===== src/rtcm_regs.svh =====
// Constants of the two-wire host controller for the clock/calendar part
`ifndef RTCM_REGS_SVH
`define RTCM_REGS_SVH
// Notes on behaviour
// - One data bit moves per serial clock pulse.
// - Data line stays steady while clock is high; changes there are conditions.
// - Start: data falls while clock stays high.
// - Stop: data rises while clock stays high.
// - Idle bus leaves both lines released and high.
// - Master opens a transfer only when the bus is idle.
// - Each byte is eight bits plus one acknowledge clock.
// - No logical cap on data bytes between start and stop.
// - Master receiver acknowledges every read byte except the last.
// - Acknowledger holds data low through the whole acknowledge high phase.
// - Master ends a read by not acknowledging the last byte.
// - First byte after every start is the slave address.

// Slave addresses
`define RTCM_ADDR_WR 8'hA2
`define RTCM_ADDR_RD 8'hA3
// Bit index of the acknowledge slot within a byte
`define RTCM_ACK_BIT 4'h8
// Serial clock timing, 400 kHz bus on a 200 MHz system clock
`define RTCM_SCL_PERIOD_NS 2500
`define RTCM_CLK_PERIOD_NS 5
`define RTCM_QTR_CYC ((`RTCM_SCL_PERIOD_NS / 4) / `RTCM_CLK_PERIOD_NS)
`endif


===== src/rtcm_pkg.sv =====
// Types of the two-wire host controller
package rtcm_pkg;
	// Sequencer states, Gray steps along idle-start-shift-load-stop
	typedef enum logic [2:0] {
		RTCM_IDLE = 3'h0,
		RTCM_STRT = 3'h1,
		RTCM_SHFT = 3'h3,
		RTCM_LOAD = 3'h2,
		RTCM_STOP = 3'h6
	} rtcm_state_t;

	// Which byte of the frame is on the wire
	typedef enum logic [1:0] {
		RTCM_SG_ADDRW = 2'h0,
		RTCM_SG_WADDR = 2'h1,
		RTCM_SG_ADDRR = 2'h3,
		RTCM_SG_DATA  = 2'h2
	} rtcm_stage_t;

	// Command: direction, register index, byte count minus one
	typedef struct packed {
		logic       rd;
		logic [3:0] waddr;
		logic [7:0] len;
	} rtcm_cmd_t;

	// Read byte with end-of-burst marker
	typedef struct packed {
		logic [7:0] data;
		logic       last;
	} rtcm_rd_t;

	// Filtered bus line levels
	typedef struct packed {
		logic scl;
		logic sda;
	} rtcm_line_t;

	// Line monitor state
	typedef struct packed {
		logic [2:0] scl_sh;
		logic [2:0] sda_sh;
		rtcm_line_t filt;
		logic       busy;
	} rtcm_mon_t;

	// Controller state
	typedef struct packed {
		rtcm_state_t st;
		rtcm_stage_t stage;
		logic [1:0]  phase;
		logic [15:0] qcnt;
		logic [3:0]  bitn;
		logic [7:0]  shreg;
		logic        rd;
		logic [3:0]  waddr;
		logic [7:0]  remain;
		logic        scl_o;
		logic        scl_oe;
		logic        sda_o;
		logic        sda_oe;
		logic        cmd_ready;
		logic        wr_ready;
		logic        rd_valid;
		rtcm_rd_t    rd_out;
		logic        done;
		logic        err;
	} rtcm_ctl_t;
endpackage


===== src/rtcm_line_mon.sv =====
// Pin synchroniser and bus busy tracker for the two-wire lines
`include "rtcm_regs.svh"
module rtcm_line_mon (
	input  wire logic          clock,
	input  wire logic          rst_b,
	input  wire logic          scl_i,
	input  wire logic          sda_i,
	output rtcm_pkg::rtcm_line_t line_q,
	output logic               bus_busy
);
	rtcm_pkg::rtcm_mon_t r_reg;
	rtcm_pkg::rtcm_mon_t r_next;

	// ***************************************************
	// Filtering and condition detection
	// ***************************************************
	// A level counts only once stages two and three agree
	always_comb begin
		r_next = r_reg;
		r_next.scl_sh = {r_reg.scl_sh[1:0], scl_i};
		r_next.sda_sh = {r_reg.sda_sh[1:0], sda_i};
		if (r_reg.scl_sh[2] == r_reg.scl_sh[1]) begin
			r_next.filt.scl = r_reg.scl_sh[2];
		end
		if (r_reg.sda_sh[2] == r_reg.sda_sh[1]) begin
			r_next.filt.sda = r_reg.sda_sh[2];
		end
		// Start falls data under high clock, stop raises it
		if (r_reg.filt.scl && r_next.filt.scl && r_reg.filt.sda && !r_next.filt.sda) begin
			r_next.busy = 1'b1;
		end else if (r_reg.filt.scl && r_next.filt.scl && !r_reg.filt.sda && r_next.filt.sda) begin
			r_next.busy = 1'b0;
		end
	end

	// State register; lines assumed high after reset
	always_ff @(posedge clock) begin
		if (!rst_b) begin
			r_reg <= '{scl_sh: 3'h7, sda_sh: 3'h7, filt: 2'h3, busy: 1'b0};
		end else begin
			r_reg <= r_next;
		end
	end

	assign line_q   = r_reg.filt;
	assign bus_busy = r_reg.busy;
endmodule


===== src/rtcm_host.sv =====
// Two-wire bus master that reads and writes the clock/calendar slave
`include "rtcm_regs.svh"
module rtcm_host #(
	parameter int QTR_CYC = `RTCM_QTR_CYC
) (
	input  wire logic             clock,
	input  wire logic             rst_b,
	input  wire logic             cmd_valid,
	output logic                  cmd_ready,
	input  wire rtcm_pkg::rtcm_cmd_t cmd,
	input  wire logic             wr_valid,
	output logic                  wr_ready,
	input  wire logic [7:0]       wr_data,
	output logic                  rd_valid,
	output rtcm_pkg::rtcm_rd_t    rd_out,
	output logic                  done,
	output logic                  err,
	input  wire logic             scl_i,
	output logic                  scl_o,
	output logic                  scl_oe,
	input  wire logic             sda_i,
	output logic                  sda_o,
	output logic                  sda_oe
);
	rtcm_pkg::rtcm_ctl_t  r_reg;
	rtcm_pkg::rtcm_ctl_t  r_next;
	rtcm_pkg::rtcm_line_t line_q;
	logic                 bus_busy;
	logic                 qdone;
	logic                 enter0;
	logic                 ack;

	// ***************************************************
	// Helpers
	// ***************************************************
	// Are we the transmitter for the current byte
	function automatic logic is_tx(input rtcm_pkg::rtcm_ctl_t s);
		is_tx = (s.stage != rtcm_pkg::RTCM_SG_DATA) || !s.rd;
	endfunction

	// Data line pull-down wanted during the low half of a bit
	function automatic logic sda_low(input rtcm_pkg::rtcm_ctl_t s);
		sda_low = 1'b0;
		unique case (s.st)
			rtcm_pkg::RTCM_SHFT: begin
				if (s.bitn < `RTCM_ACK_BIT) begin
					sda_low = is_tx(s) && !s.shreg[7];
				end else begin
					sda_low = !is_tx(s) && (s.remain != 8'h00);
				end
			end
			rtcm_pkg::RTCM_STOP: sda_low = 1'b1;
			rtcm_pkg::RTCM_IDLE,
			rtcm_pkg::RTCM_STRT,
			rtcm_pkg::RTCM_LOAD: sda_low = 1'b0;
		endcase
	endfunction

	// ***************************************************
	// Line monitor
	// ***************************************************
	rtcm_line_mon u_mon (
		.clock    (clock),
		.rst_b    (rst_b),
		.scl_i    (scl_i),
		.sda_i    (sda_i),
		.line_q   (line_q),
		.bus_busy (bus_busy)
	);

	// Quarter-bit timer end
	assign qdone = (r_reg.qcnt == 16'(QTR_CYC - 1));
	// Slave pulled data low in the acknowledge slot
	assign ack = !line_q.sda;

	// ***************************************************
	// Sequencer
	// ***************************************************
	// Each bit is four quarters: two with clock low, two with it released
	always_comb begin
		r_next = r_reg;
		enter0 = 1'b0;
		r_next.done = 1'b0;
		r_next.rd_valid = 1'b0;
		r_next.qcnt = qdone ? 16'h0000 : r_reg.qcnt + 16'h0001;
		unique case (r_reg.st)
			rtcm_pkg::RTCM_IDLE: begin
				r_next.qcnt = 16'h0000;
				if (cmd_valid && r_reg.cmd_ready) begin
					r_next.rd = cmd.rd;
					r_next.waddr = cmd.waddr;
					r_next.remain = cmd.len;
					r_next.err = 1'b0;
					r_next.stage = rtcm_pkg::RTCM_SG_ADDRW;
					r_next.shreg = `RTCM_ADDR_WR;
					r_next.st = rtcm_pkg::RTCM_STRT;
					r_next.phase = 2'h0;
					enter0 = 1'b1;
				end
			end
			rtcm_pkg::RTCM_LOAD: begin
				// Clock held low while the source has no byte ready
				r_next.qcnt = 16'h0000;
				if (wr_valid && r_reg.wr_ready) begin
					r_next.shreg = wr_data;
					r_next.bitn = 4'h0;
					r_next.st = rtcm_pkg::RTCM_SHFT;
					r_next.phase = 2'h0;
					enter0 = 1'b1;
				end
			end
			rtcm_pkg::RTCM_STRT,
			rtcm_pkg::RTCM_STOP,
			rtcm_pkg::RTCM_SHFT: begin
				if (qdone && r_reg.phase == 2'h2 && !line_q.scl) begin
					r_next.phase = 2'h2; // Clock held low by someone else: wait
				end else if (qdone && r_reg.phase != 2'h3) begin
					r_next.phase = r_reg.phase + 2'h1;
					if (r_reg.phase == 2'h1) begin
						r_next.scl_oe = 1'b0;
					end
					if (r_reg.phase == 2'h2 && r_reg.st == rtcm_pkg::RTCM_STRT) begin
						r_next.sda_oe = 1'b1;
					end
					if (r_reg.phase == 2'h2 && r_reg.st == rtcm_pkg::RTCM_STOP) begin
						r_next.sda_oe = 1'b0;
					end
				end else if (qdone) begin
					r_next.phase = 2'h0;
					enter0 = 1'b1;
					if (r_reg.st == rtcm_pkg::RTCM_STRT) begin
						r_next.st = rtcm_pkg::RTCM_SHFT;
						r_next.bitn = 4'h0;
					end else if (r_reg.st == rtcm_pkg::RTCM_STOP) begin
						r_next.st = rtcm_pkg::RTCM_IDLE;
						r_next.done = 1'b1;
						enter0 = 1'b0;
					end else if (r_reg.bitn < `RTCM_ACK_BIT) begin
						// Sample at the end of the high half, data is settled
						r_next.shreg = {r_reg.shreg[6:0], is_tx(r_reg) ? 1'b0 : line_q.sda};
						r_next.bitn = r_reg.bitn + 4'h1;
					end else begin
						r_next.bitn = 4'h0;
						unique case (r_reg.stage)
							rtcm_pkg::RTCM_SG_ADDRW: begin
								r_next.stage = rtcm_pkg::RTCM_SG_WADDR;
								r_next.shreg = {4'h0, r_reg.waddr};
							end
							rtcm_pkg::RTCM_SG_WADDR: begin
								if (r_reg.rd) begin
									// Repeated start turns the bus round for reading
									r_next.stage = rtcm_pkg::RTCM_SG_ADDRR;
									r_next.shreg = `RTCM_ADDR_RD;
									r_next.st = rtcm_pkg::RTCM_STRT;
								end else begin
									r_next.stage = rtcm_pkg::RTCM_SG_DATA;
									r_next.st = rtcm_pkg::RTCM_LOAD;
								end
							end
							rtcm_pkg::RTCM_SG_ADDRR: begin
								r_next.stage = rtcm_pkg::RTCM_SG_DATA;
								r_next.shreg = 8'h00;
							end
							rtcm_pkg::RTCM_SG_DATA: begin
								if (r_reg.rd) begin
									r_next.rd_valid = 1'b1;
									r_next.rd_out = '{data: r_reg.shreg, last: r_reg.remain == 8'h00};
								end
								// One address, many bytes: slave steps its own pointer
								if (r_reg.remain == 8'h00) begin
									r_next.st = rtcm_pkg::RTCM_STOP;
								end else begin
									r_next.remain = r_reg.remain - 8'h01;
									r_next.st = r_reg.rd ? rtcm_pkg::RTCM_SHFT : rtcm_pkg::RTCM_LOAD;
								end
							end
						endcase
						// Any byte we sent without acknowledge ends the frame
						if (is_tx(r_reg) && !ack) begin
							r_next.err = 1'b1;
							r_next.st = rtcm_pkg::RTCM_STOP;
						end
					end
				end
			end
			default: begin
				r_next.st = rtcm_pkg::RTCM_IDLE;
			end
		endcase
		// Low half of a bit: pull the clock and present the data in the same cycle
		if (enter0) begin
			r_next.scl_oe = 1'b1;
			r_next.sda_oe = sda_low(r_next);
		end
		r_next.cmd_ready = (r_next.st == rtcm_pkg::RTCM_IDLE) && !bus_busy && !r_next.cmd_ready;
		r_next.wr_ready = (r_next.st == rtcm_pkg::RTCM_LOAD) && !(wr_valid && r_reg.wr_ready);
	end

	// State register
	always_ff @(posedge clock) begin
		if (!rst_b) begin
			r_reg <= '0;
		end else begin
			r_reg <= r_next;
		end
	end

	// ***************************************************
	// Outputs, all registered
	// ***************************************************
	assign cmd_ready = r_reg.cmd_ready;
	assign wr_ready  = r_reg.wr_ready;
	assign rd_valid  = r_reg.rd_valid;
	assign rd_out    = r_reg.rd_out;
	assign done      = r_reg.done;
	assign err       = r_reg.err;
	assign scl_o     = r_reg.scl_o;
	assign scl_oe    = r_reg.scl_oe;
	assign sda_o     = r_reg.sda_o;
	assign sda_oe    = r_reg.sda_oe;
endmodule


===== config.mk =====
export PLATFORM = sky130hd
export DESIGN_NAME = rtcm_host
export DESIGN_NICKNAME = d
export VERILOG_FILES = /design/src/rtcm_pkg.sv /design/src/rtcm_line_mon.sv /design/src/rtcm_host.sv
export VERILOG_INCLUDE_DIRS = /design/src
export SDC_FILE = /design/constraint.sdc
export NUM_CORES = 1
export LEC_CHECK = 0
export ABC_AREA = 0
export BUFFER_PORTS_ARGS = -buffer_cell sky130_fd_sc_hd__buf_2
export CELL_PAD_IN_SITES_DETAIL_PLACEMENT = 0
export CELL_PAD_IN_SITES_GLOBAL_PLACEMENT = 1
export CORE_ASPECT_RATIO = 0.5
export CORE_UTILIZATION = 44
export DETAILED_ROUTE_END_ITERATION = 8
export PLACE_DENSITY_LB_ADDON = 0.25
export SYNTH_ARGS = -nofsm -noshare
export SYNTH_HDL_FRONTEND = slang
export SYNTH_SLANG_ARGS = --single-unit

===== constraint.sdc =====
create_clock -name clock -period 2.7 [get_ports clock]
set_input_delay 0.27 -clock clock [delete_from_list [all_inputs] [get_ports clock]]
set_output_delay 0.27 -clock clock [all_outputs]
set_load 0.01 [all_outputs]

==> results of run 1 <==
-- stage by stage --
stage	util [%]	cells	power, mW	hold WS [ns]
after floorplan	-	476	1.30	0.343
after global placement	52.5	636	1.43	0.389
after detailed placement	52.5	636	1.42	0.396
after CTS	56.8	652	2.81	0.107
after global routing	57.4	653	2.89	0.119
final	57.4	653	2.79	0.118
-- cells in the final DEF, fill, tap and decap left out, types with 3 or more instances in the layout --
master	n
o211ai_1	3
mux2i_1	14
nor4_1	7
and2_1	6
a31oi_1	3
and3_1	4
bufinv_16	3
buf_2	42
or3_1	10
dfxtp_1	73
ha_1	11
nand2b_1	14
clkbuf_16	9
nand3b_1	4
a22oi_1	3
a21oi_1	29
nor2_1	63
buf_4	40
inv_1	14
xor2_1	8
or4_1	3
o21ai_0	29
nand4_1	11
nand3_1	14
nor3_1	12
a211oi_1	4
mux2_2	3
nor2b_1	4
nand2_1	44
a222oi_1	3
-- layer usage --
metal	global-route usage, %	vias up
met2	40.2	86
met4	6.32	0
met3	5.93	7
met1	31.1	1681
met5	0	-
li1	-	1811
-- kinds of logic after synthesis --
group / Yosys count
multiplexers: 18
buffers and inverters: 48
AO/OA/AOI/OAI: 97
other: 1
adder cells (fa/ha/maj): 11
AND/OR/NAND/NOR: 218
flip-flops: 73
XOR/XNOR: 9
-- area by class of cell --
| class | instances | area (sq um) | share of cell area, % |
|---|---|---|---|
| well taps | 112 | 140 | 2.96 |
| flip-flops and latches | 73 | 1460 | 30.8 |
| repair buffers | 82 | 510 | 10.8 |
| inverters | 15 | 56.3 | 1.19 |
| clock buffers | 11 | 243 | 5.12 |
| clock inverters | 5 | 103 | 2.16 |
| multi-input cells | 355 | 2230 | 47.0 |
-- power by group through the flow --
stage / sequential [mW] / clock, mW / combinational (mW)
2_1_floorplan: 1.15 / 0 / 0.158
3_3_place_gp: 1.15 / 0 / 0.273
3_5_place_dp: 1.15 / 0 / 0.270
4_1_cts: 1.13 / 1.41 / 0.273
5_1_grt: 1.13 / 1.45 / 0.309
6_report: 1.13 / 1.37 / 0.281
-- path summary, 6_finish.rpt --
path                              startpoint                         end  slack, ns
hold reg to reg   u_mon.r_next[4]$_SDFF_PN1_  u_mon.r_next[5]$_SDFF_PN1_       0.41
setup reg to reg        r_reg[52]$_SDFF_PP0_         sda_oe$_SDFFE_PN0P_       0.05
hold / removal                         sda_i  u_mon.r_next[4]$_SDFF_PN1_       0.12
setup / recovery        r_reg[52]$_SDFF_PP0_         sda_oe$_SDFFE_PN0P_       0.05
-- timing repair --
action | 4_1_cts | 5_1_grt
endpoints found under the setup margin | 1 | 1
resized for setup | 2 | 7
buffers inserted | 0 | 1
hold buffers | 0 | 0
pin swaps | 0 | 4
-- worst max-delay path: cells and delay by family, from the launching register on --
| family | cells | cell delay (ns) |
|---|---|---|
| AND/OR/NAND/NOR | 4 | 1.30 |
| AO/OA/AOI/OAI | 3 | 0.69 |
| flip-flops | 1 | 0.32 |
| multiplexers | 1 | 0.21 |
==> summary.txt, run 1 <==
Run status
  – Status: complete, no violations

Critical path
  – Slowest cell delay on critical path: 0.55 ns
  – Crit-path max FO: 4
  – CP endpoint kind: flip-flop
  – Worst setup path class: reg2reg
  – Worst-path cell chain: or4_4 -> nor4_4 -> nand4_1 -> nor3_1 -> mux2i_1 -> o21ai_0 -> o311ai_2 -> a41oi_1
  – Worst R2R Path Depth: 8
  – Crit path arrival time: between 2 and 3 ns
  – Crit path max-delay cell type: or4_4
  – WP data required: 2.90 ns
  – Crit start category: flip-flop

Die
  – Top Ports: 45
  – Site Rows: 23
  – Die height: around 68 um
  – Die W: 135 um
  – Die footprint: just over 0.009 sq mm
  – Starting Density: 46.8%
  – Core Area: 0.00826 sq mm

Detailed routing
  – DR DRC count: 0
  – Routed len/inst: about 16 um
  – Initial DRC Count: 200
  – DR vias: roughly 3600
  – Highest routed metal layer: met4
  – Via density: 5.49
  – DRT Wirelength: 10300 um
  – DR WL met3: 508 um
  – Routed Antenna Nets: 0
  – Post-Route M1 WL: 5120 um
  – TritonRoute pass-1 iters: 5
  – Metal2 WL: 4600 um

Hold path
  – Worst hold path type: in2reg
  – Hold path cells: 2

Synthesis
  – Most frequent cells after synthesis: dfxtp_1 (73), nor2_1 (64), nand2_1 (44)
  – Post-synthesis register bit count: 73
  – XOR/XNOR share of the synthesized area: 2.04%
  – Simple logic cell fraction of the synthesized area: 29.9%
  – Asr flop ratio synth: 0%
  – Synth Area in Compound Gates: approximately 16%
  – Synth Warn #: 0
  – Count leader, synth: dfxtp_1
  – Mux cell area share after synthesis: 4.79%
  – Number of synthesized flops with an enable pin: 0
  – Mapped cell area: ~0.0039 sq mm
  – Synth Area per Inst: 8.14 sq um
  – Adder-Cell Fraction of Synth Area: 3.56%
  – Sequential share of the synthesized area: between 30% and 40%
  – Main combinational cell family by area after synthesis: simple AND/OR/NAND/NOR gates
  – Largest cells by area after synthesis: dfxtp_1 (38%), nor2_1 (6.2%), nand2_1 (4.3%)
  – Top cell type by total area after synthesis: dfxtp_1
  – Top FF cell, synth: dfxtp_1
  – Library cells used by synthesis: 67
  – Yosys top cell area share: 37.8%
  – Mapped Cells: around 480

Timing
  – Final TNS setup: 0 ns
  – Fmax: approximately 380 MHz
  – Max Slew Vio Count: 0
  – Worst slew pin tran: 0.624 ns
  – Setup ws final: 0.0491 ns
  – Setup-failing EPs final: 0
  – Worst Clk Skew: 0.00499 ns
  – Worst relative slew slack: around three fifths
  – Unrepaired setup endpoints after global routing: true
  – Final hold vios: 0
  – Final critical-path required period: 2.65 ns
  – Fin crit share: 98.2%

Placement
  – IO buf count: 42
  – Routability-driven placement congestion ratio: a little under 0.9
  – DP Area: 0.00434 sq mm
  – Final HPWL from detailed placement: approximately 7600 um
  – Pre-CTS setup slack: -0.0443 ns

Clocking
  – Inserted Clock Buffers: 9
  – Htree depth: 3
  – CTS tree: yes
  – Clock Latency Late Sink: 0.33 ns
  – Clock tree buffer depth: 2
  – Clock root buffer: clkbuf_16
  – Worst-path clk slew: 0.06 ns
  – CTS sink count: 73

Pwr
  – Worst vdd ir: about 330 uV
  – Clk network pwr share: 49.3%
  – Sequential power share: 40.6%
  – Comb pwr share: 10.1%
  – Cell area power density: roughly 590 mW/mm^2
  – Psw: ~0.64 mW
  – Leakage Power: approximately 1.9 nW
  – Sw frac: 22.8%
  – Int Pwr: around 2.1 mW

Cells and area
  – Largest register FFs: 48
  – Layout cell share with drive strength beyond 1: between 20 and 25%
  – Diodes inserted: 0
  – Final #Nets: 574
  – Fill cells: 819
  – Post-synthesis to final-layout area growth: 22.7%
  – Post-route cell area: about 0.0047 sq mm

Global route
  – First-pass GRT wire length: 16600 um
  – Pin count of the biggest net entering global routing: 29
  – Gr ovfl total: 0
  – Number of global-route vias before repair: 3379
  – Initial antenna violation count: 0
  – Gr usage total: a little under a quarter

Run
  – Max-Cap Viols: 0
Power figures use the tool's default switching activity.
==> inputs of run 2 (changes only) <==
Clock period 2.7 ns to 3 ns, I/O delays scaled along.
==> run 2 against run 1 <==
  * Sequential share of layout area rose by 1.2 points
  * Critical path type unchanged
  * Setup slack better by 0.038 ns
  * Maximum frequency decreased by 9.0%
==> summary.txt, run 2 (synthesis gave the netlist of run 1 again) <==
Timing
  – Fmax: 343 MHz
  – Worst slew pin tran: 0.680 ns
  – Final critical-path required period: 2.91 ns
  – Final hold vios: 0
  – Worst relative slew slack: 54.3%
  – Final Hold Slack: 0.143 ns
  – Final TNS setup: 0 ns
  – Max Slew Vio Count: 0
  – Setup-failing EPs final: 0
  – Worst Clk Skew: 0.00763 ns
  – Unrepaired setup endpoints after global routing: false
  – Fin crit share: 97.1%

Global route
  – First-pass GRT wire length: 15900 um
  – Gr ovfl total: 0
  – Initial antenna violation count: 0
  – Gr usage total: between 20 and 25%
  – Number of global-route vias before repair: 3188
  – Pin count of the biggest net entering global routing: 42

Clocking
  – CTS tree: yes
  – CTS sink count: 73
  – Inserted Clock Buffers: 9
  – Post-CTS Hold Fix Bufs: 0
  – Clock root buffer: clkbuf_16
  – Htree depth: 3
  – Worst-path clk slew: 0.06 ns
  – Clock tree buffer depth: 2
  – Clock Latency Late Sink: roughly 0.34 ns

Die
  – Die W: 135 um
  – Die footprint: 0.00919 sq mm
  – Die height: a little under 70 um
  – Top Ports: 45
  – Starting Density: 46.8%
  – Core Area: 0.00826 sq mm
  – Site Rows: 23

Pwr
  – Total power: 2.47 mW
  – Cell area power density: 541 mW/mm^2
  – Worst vdd ir: 247 uV
  – Leakage Power: between 1.5 and 2 nW

Critical path
  – CP endpoint kind: flip-flop
  – Crit-path max FO: 4
  – Slowest cell delay on critical path: 0.51 ns
  – Crit path arrival time: 3.12 ns
  – WP data required: 3.20 ns
  – Worst setup path class: reg2reg
  – Worst Path Buf+Inv: 1
  – Crit start category: flip-flop
  – Crit path max-delay cell type: a2111oi_1
  – Worst-path cell chain: inv_1 -> ha_1 -> nor2b_1 -> nor4_4 -> nor4b_2 -> o211ai_1 -> a2111oi_1 -> nand4_1 -> o311ai_2 -> a41oi_1
  – CP delay by family, top: compound AO/OA/AOI/OAI gates

Detailed routing
  – Via density: 5.58
  – DR DRC count: 0
  – Routed len/inst: about 16 um
  – Routed Antenna Nets: 0
  – DR vias: about 3500
  – TritonRoute pass-1 iters: 5
  – DRT Wirelength: approximately 10000 um
  – Initial DRC Count: 221

Placement
  – Routability-driven placement congestion ratio: 0.868
  – Final HPWL from detailed placement: 7310 um
  – IO buf count: 42
  – Inst Count DP: 620

Cells and area
  – Diodes inserted: 0
  – Post-synthesis to final-layout area growth: 18.2%
  – Final Non-Filler Cells: 636
  – Layout cell share with drive strength beyond 1: 18.5%
  – Largest register FFs: 48
  – Most frequent cells in the layout: dfxtp_1 (72), nor2_1 (64), nand2_1 (44)
  – Commonest non-fill, non-tap cell in the layout: dfxtp_1
  – Final #Nets: 558

Hold path
  – Worst hold path type: in2reg

Run
  – Max-Cap Viols: 0

Run status
  – Status: complete, no violations
run 2: changes by cell type in the layout (fill, tap and decap cells not counted), sizes merged:
| cell | before | now |
|---|---|---|
| buf | 82 | 66 |
| clkbuf | 11 | 9 |
| clkinv | 2 | 3 |
run 2: final cells by class:
| cell class | count | area [sq um] |
|---|---|---|
| Fill cell | 787 | 3690 |
| Multi-Input combinational cell | 355 | 2190 |
| Sequential cell | 73 | 1460 |
| Timing Repair Buffer | 66 | 390 |
| Clock buffer | 9 | 225 |
| Tap cell | 112 | 140 |
| Clock inverter | 6 | 108 |
| Inverter | 15 | 56.3 |
run 2: timing repair:
action / 4_1_cts / 5_1_grt
setup endpoints to repair: 0 / 1
setup buffers: 0 / 1
hold endpoints to repair: 0 / 0
resized for setup: 0 / 4
run 2: power by group:
part	switching, mW	total, mW	leakage [nW]	internal [mW]
registers	0.0227	1.02	0.592	0.995
clock network	0.409	1.21	0.161	0.804
logic	0.143	0.239	1.04	0.0959
run 2: stage by stage:
| stage | worst slack, ns | util [%] | area [sq um] |
|---|---|---|---|
| detailed placement | 0.131 | 51.1 | 4220 |
| finish | 0.0871 | 55.3 | 4570 |
| CTS | 0.0924 | 55.1 | 4550 |
| global placement | 0.264 | 51.1 | 4220 |
| global route | 0.0210 | 55.3 | 4570 |
| floorplan | 0.546 | - | 3870 |
run 2: final timing paths:
kind                                    from                          to  slack, ns  cells past startpoint
setup reg to reg      r_reg[59]$_SDFFE_PN0P_         sda_oe$_SDFFE_PN0P_       0.09                     10
setup / recovery      r_reg[59]$_SDFFE_PN0P_         sda_oe$_SDFFE_PN0P_       0.09                     10
hold / removal                         scl_i  u_mon.r_next[7]$_SDFF_PN1_       0.14                      2
hold reg to reg   u_mon.r_next[4]$_SDFF_PN1_  u_mon.r_next[5]$_SDFF_PN1_       0.41                      1
run 2: metal layers:
layer | vias to the layer above | track usage, % | part of all wire [%]
met5 | - | 0 | 0
met4 | 0 | 6.60 | 1.0
met3 | 14 | 6.15 | 6.0
met2 | 105 | 37.5 | 44
met1 | 1645 | 30.0 | 49
li1 | 1782 | - | -
==> inputs of run 3 (changes only) <==
Settings changed: CORE_MARGIN from default to 2, CORE_UTILIZATION 44 to 45, CTS_BUF_LIST from default to sky130_fd_sc_hd__clkbuf_8.
==> run 3 against run 2 <==
  * Setup slack better by 0.14 ns
  * Clock power down 24%
  * Count of clock-buffer cells in the layout unchanged
  * Final area fell by 2.9%
  * Via count shrank 1.6%
  * Critical path depth down 2
  * Sequential power about the same
  * Combinational power down 2%
  * Utilization is 1.0 points lower
  * First-iteration DRC count rose by 14%
  * Sequential share of layout area up 0.92 points
  * Final cell count shrank 0.47%
  * Critical path type unchanged
==> summary.txt, run 3 (synthesis gave the netlist of run 1 again) <==
Pwr
  – Leakage Power: 1.75 nW
  – Clk network pwr share: 42.3%
  – Sw frac: about a quarter
  – Int Pwr: 1.63 mW
  – Sequential power share: 46.9%
  – Cell area power density: about 490 mW/mm^2
  – Comb pwr share: 10.8%
  – Psw: 0.534 mW
  – Worst vdd ir: 190 uV

Timing
  – Fin crit share: between 90% and 100%
  – Worst relative slew slack: between 50% and 60%
  – Worst Clk Skew: 0.00715 ns
  – Final hold vios: 0
  – Final critical-path required period: 2.77 ns
  – Fmax: 361 MHz
  – Worst slew pin tran: 0.698 ns
  – Setup-failing EPs final: 0
  – Max Slew Vio Count: 0
  – Final TNS setup: 0 ns
  – Unrepaired setup endpoints after global routing: false

Global route
  – Gr usage total: ~22%
  – First-pass GRT wire length: 16500 um
  – Number of global-route vias before repair: 3277
  – Initial antenna violation count: 0
  – Gr ovfl total: 0
  – Pin count of the biggest net entering global routing: 42

Clocking
  – Clock root buffer: clkbuf_8
  – CTS tree: yes
  – Clock Latency Late Sink: 0.36 ns
  – Inserted Clock Buffers: 9
  – Clock tree buffer depth: 2
  – Worst-path clk slew: 0.07 ns
  – Post-CTS resize count: 0
  – Post-CTS setup buffers: 0
  – Post-CTS Hold Fix Bufs: 0
  – Htree depth: 3
  – CTS sink count: 73

Critical path
  – Slowest cell delay on critical path: 0.45 ns
  – Worst setup path class: reg2reg
  – Crit path arrival time: 2.99 ns
  – CP endpoint kind: flip-flop
  – Worst Path Buf+Inv: 0
  – Crit-path max FO: 14
  – Worst-path cell chain: and3b_2 -> nor4_4 -> nor4b_2 -> o211ai_1 -> a2111oi_2 -> nand4_1 -> o311ai_1 -> a41oi_1
  – WP data required: 3.22 ns
  – Crit path max-delay cell type: dfxtp_1
  – Crit start category: flip-flop
  – CP delay by family, top: simple AND/OR/NAND/NOR gates

Cells and area
  – Layout cell share with drive strength beyond 1: 17.5%
  – Post-route cell area: 0.00444 sq mm
  – Most frequent cells in the layout: dfxtp_1 (73), nor2_1 (64), nand2_1 (44)
  – Diodes inserted: 0
  – Final #Nets: around 550
  – Largest register FFs: 48
  – Post-synthesis to final-layout area growth: 14.8%
  – Commonest non-fill, non-tap cell in the layout: dfxtp_1

Die
  – Site Rows: 23
  – Die footprint: 0.00939 sq mm
  – Top Ports: 45
  – Die height: 69.5 um
  – Starting Density: 47.3%
  – Die W: 135 um
  – Core Area: 0.00817 sq mm

Detailed routing
  – DRT Wirelength: 9920 um
  – TritonRoute pass-1 iters: 5
  – Routed len/inst: 15.7 um
  – Via density: ~5.5
  – DR DRC count: 0
  – DR vias: 3489
  – Initial DRC Count: 253
  – Routed Antenna Nets: 0

Placement
  – Final HPWL from detailed placement: 7280 um
  – DP Area: 0.00419 sq mm
  – IO buf count: 42
  – Routability-driven placement congestion ratio: 0.873

Run status
  – Status: complete, no violations

Run
  – Max-Cap Viols: 0

Hold path
  – Worst hold path type: in2reg
[run 3: changes by cell type in the layout (fill, tap and decap cells not counted), moves of 2 or more]
cell       before  now
clkbuf_8        0    9
clkbuf_16       9    0
inv_1          14   16
buf_4          24   20
[run 3: layer usage]
metal	wire [um]	part of all wire (%)	global-route usage, %	up-vias
met5	0	0	0	-
met4	160	1.6	6.71	0
met3	731	7.4	6.87	16
met2	4200	42	32.7	105
met1	4820	49	31.5	1597
li1	-	-	-	1771
[run 3: final cells by class]
class                      count  area [sq um]
sequential                    73          1460
inverter                      15          56.3
multi-input combinational    355          2180
clock buffer                   9           124
clock inverter                 7           111
tap                          112           140
fill                         837          3740
timing repair buffer          62           360
[run 3: stage by stage]
step / util [%] / instances / hold slack [ns] / worst slack, ns / power [mW]
after floorplan: - / 476 / 0.373 / 0.546 / 1.17
after global placement: 51.3 / 617 / 0.393 / 0.267 / 1.27
after detailed placement: 51.3 / 617 / 0.392 / 0.193 / 1.27
after CTS: 54.2 / 633 / 0.103 / 0.147 / 2.19
after global routing: 54.3 / 633 / 0.117 / 0.0256 / 2.27
final: 54.3 / 633 / 0.122 / 0.230 / 2.17
[run 3: power by group through the flow]
stage / Combinational [mW] / Clock [mW] / Sequential (mW)
after floorplan: 0.143 / 0 / 1.03
after global placement: 0.229 / 0 / 1.04
after detailed placement: 0.228 / 0 / 1.04
after CTS: 0.229 / 0.941 / 1.02
after global routing: 0.258 / 0.988 / 1.02
final: 0.234 / 0.917 / 1.02
[run 3: path summary, 6_finish.rpt]
path,from,end,slack (ns),cells after the start
min reg2reg,u_mon.r_next[7]$_SDFF_PN1_,u_mon.r_next[8]$_SDFF_PN1_,0.41,1
min,sda_i,u_mon.r_next[4]$_SDFF_PN1_,0.12,2
max,r_reg[64]$_SDFF_PN0_,sda_oe$_SDFFE_PN0P_,0.23,8
max reg2reg,r_reg[64]$_SDFF_PN0_,sda_oe$_SDFFE_PN0P_,0.23,8
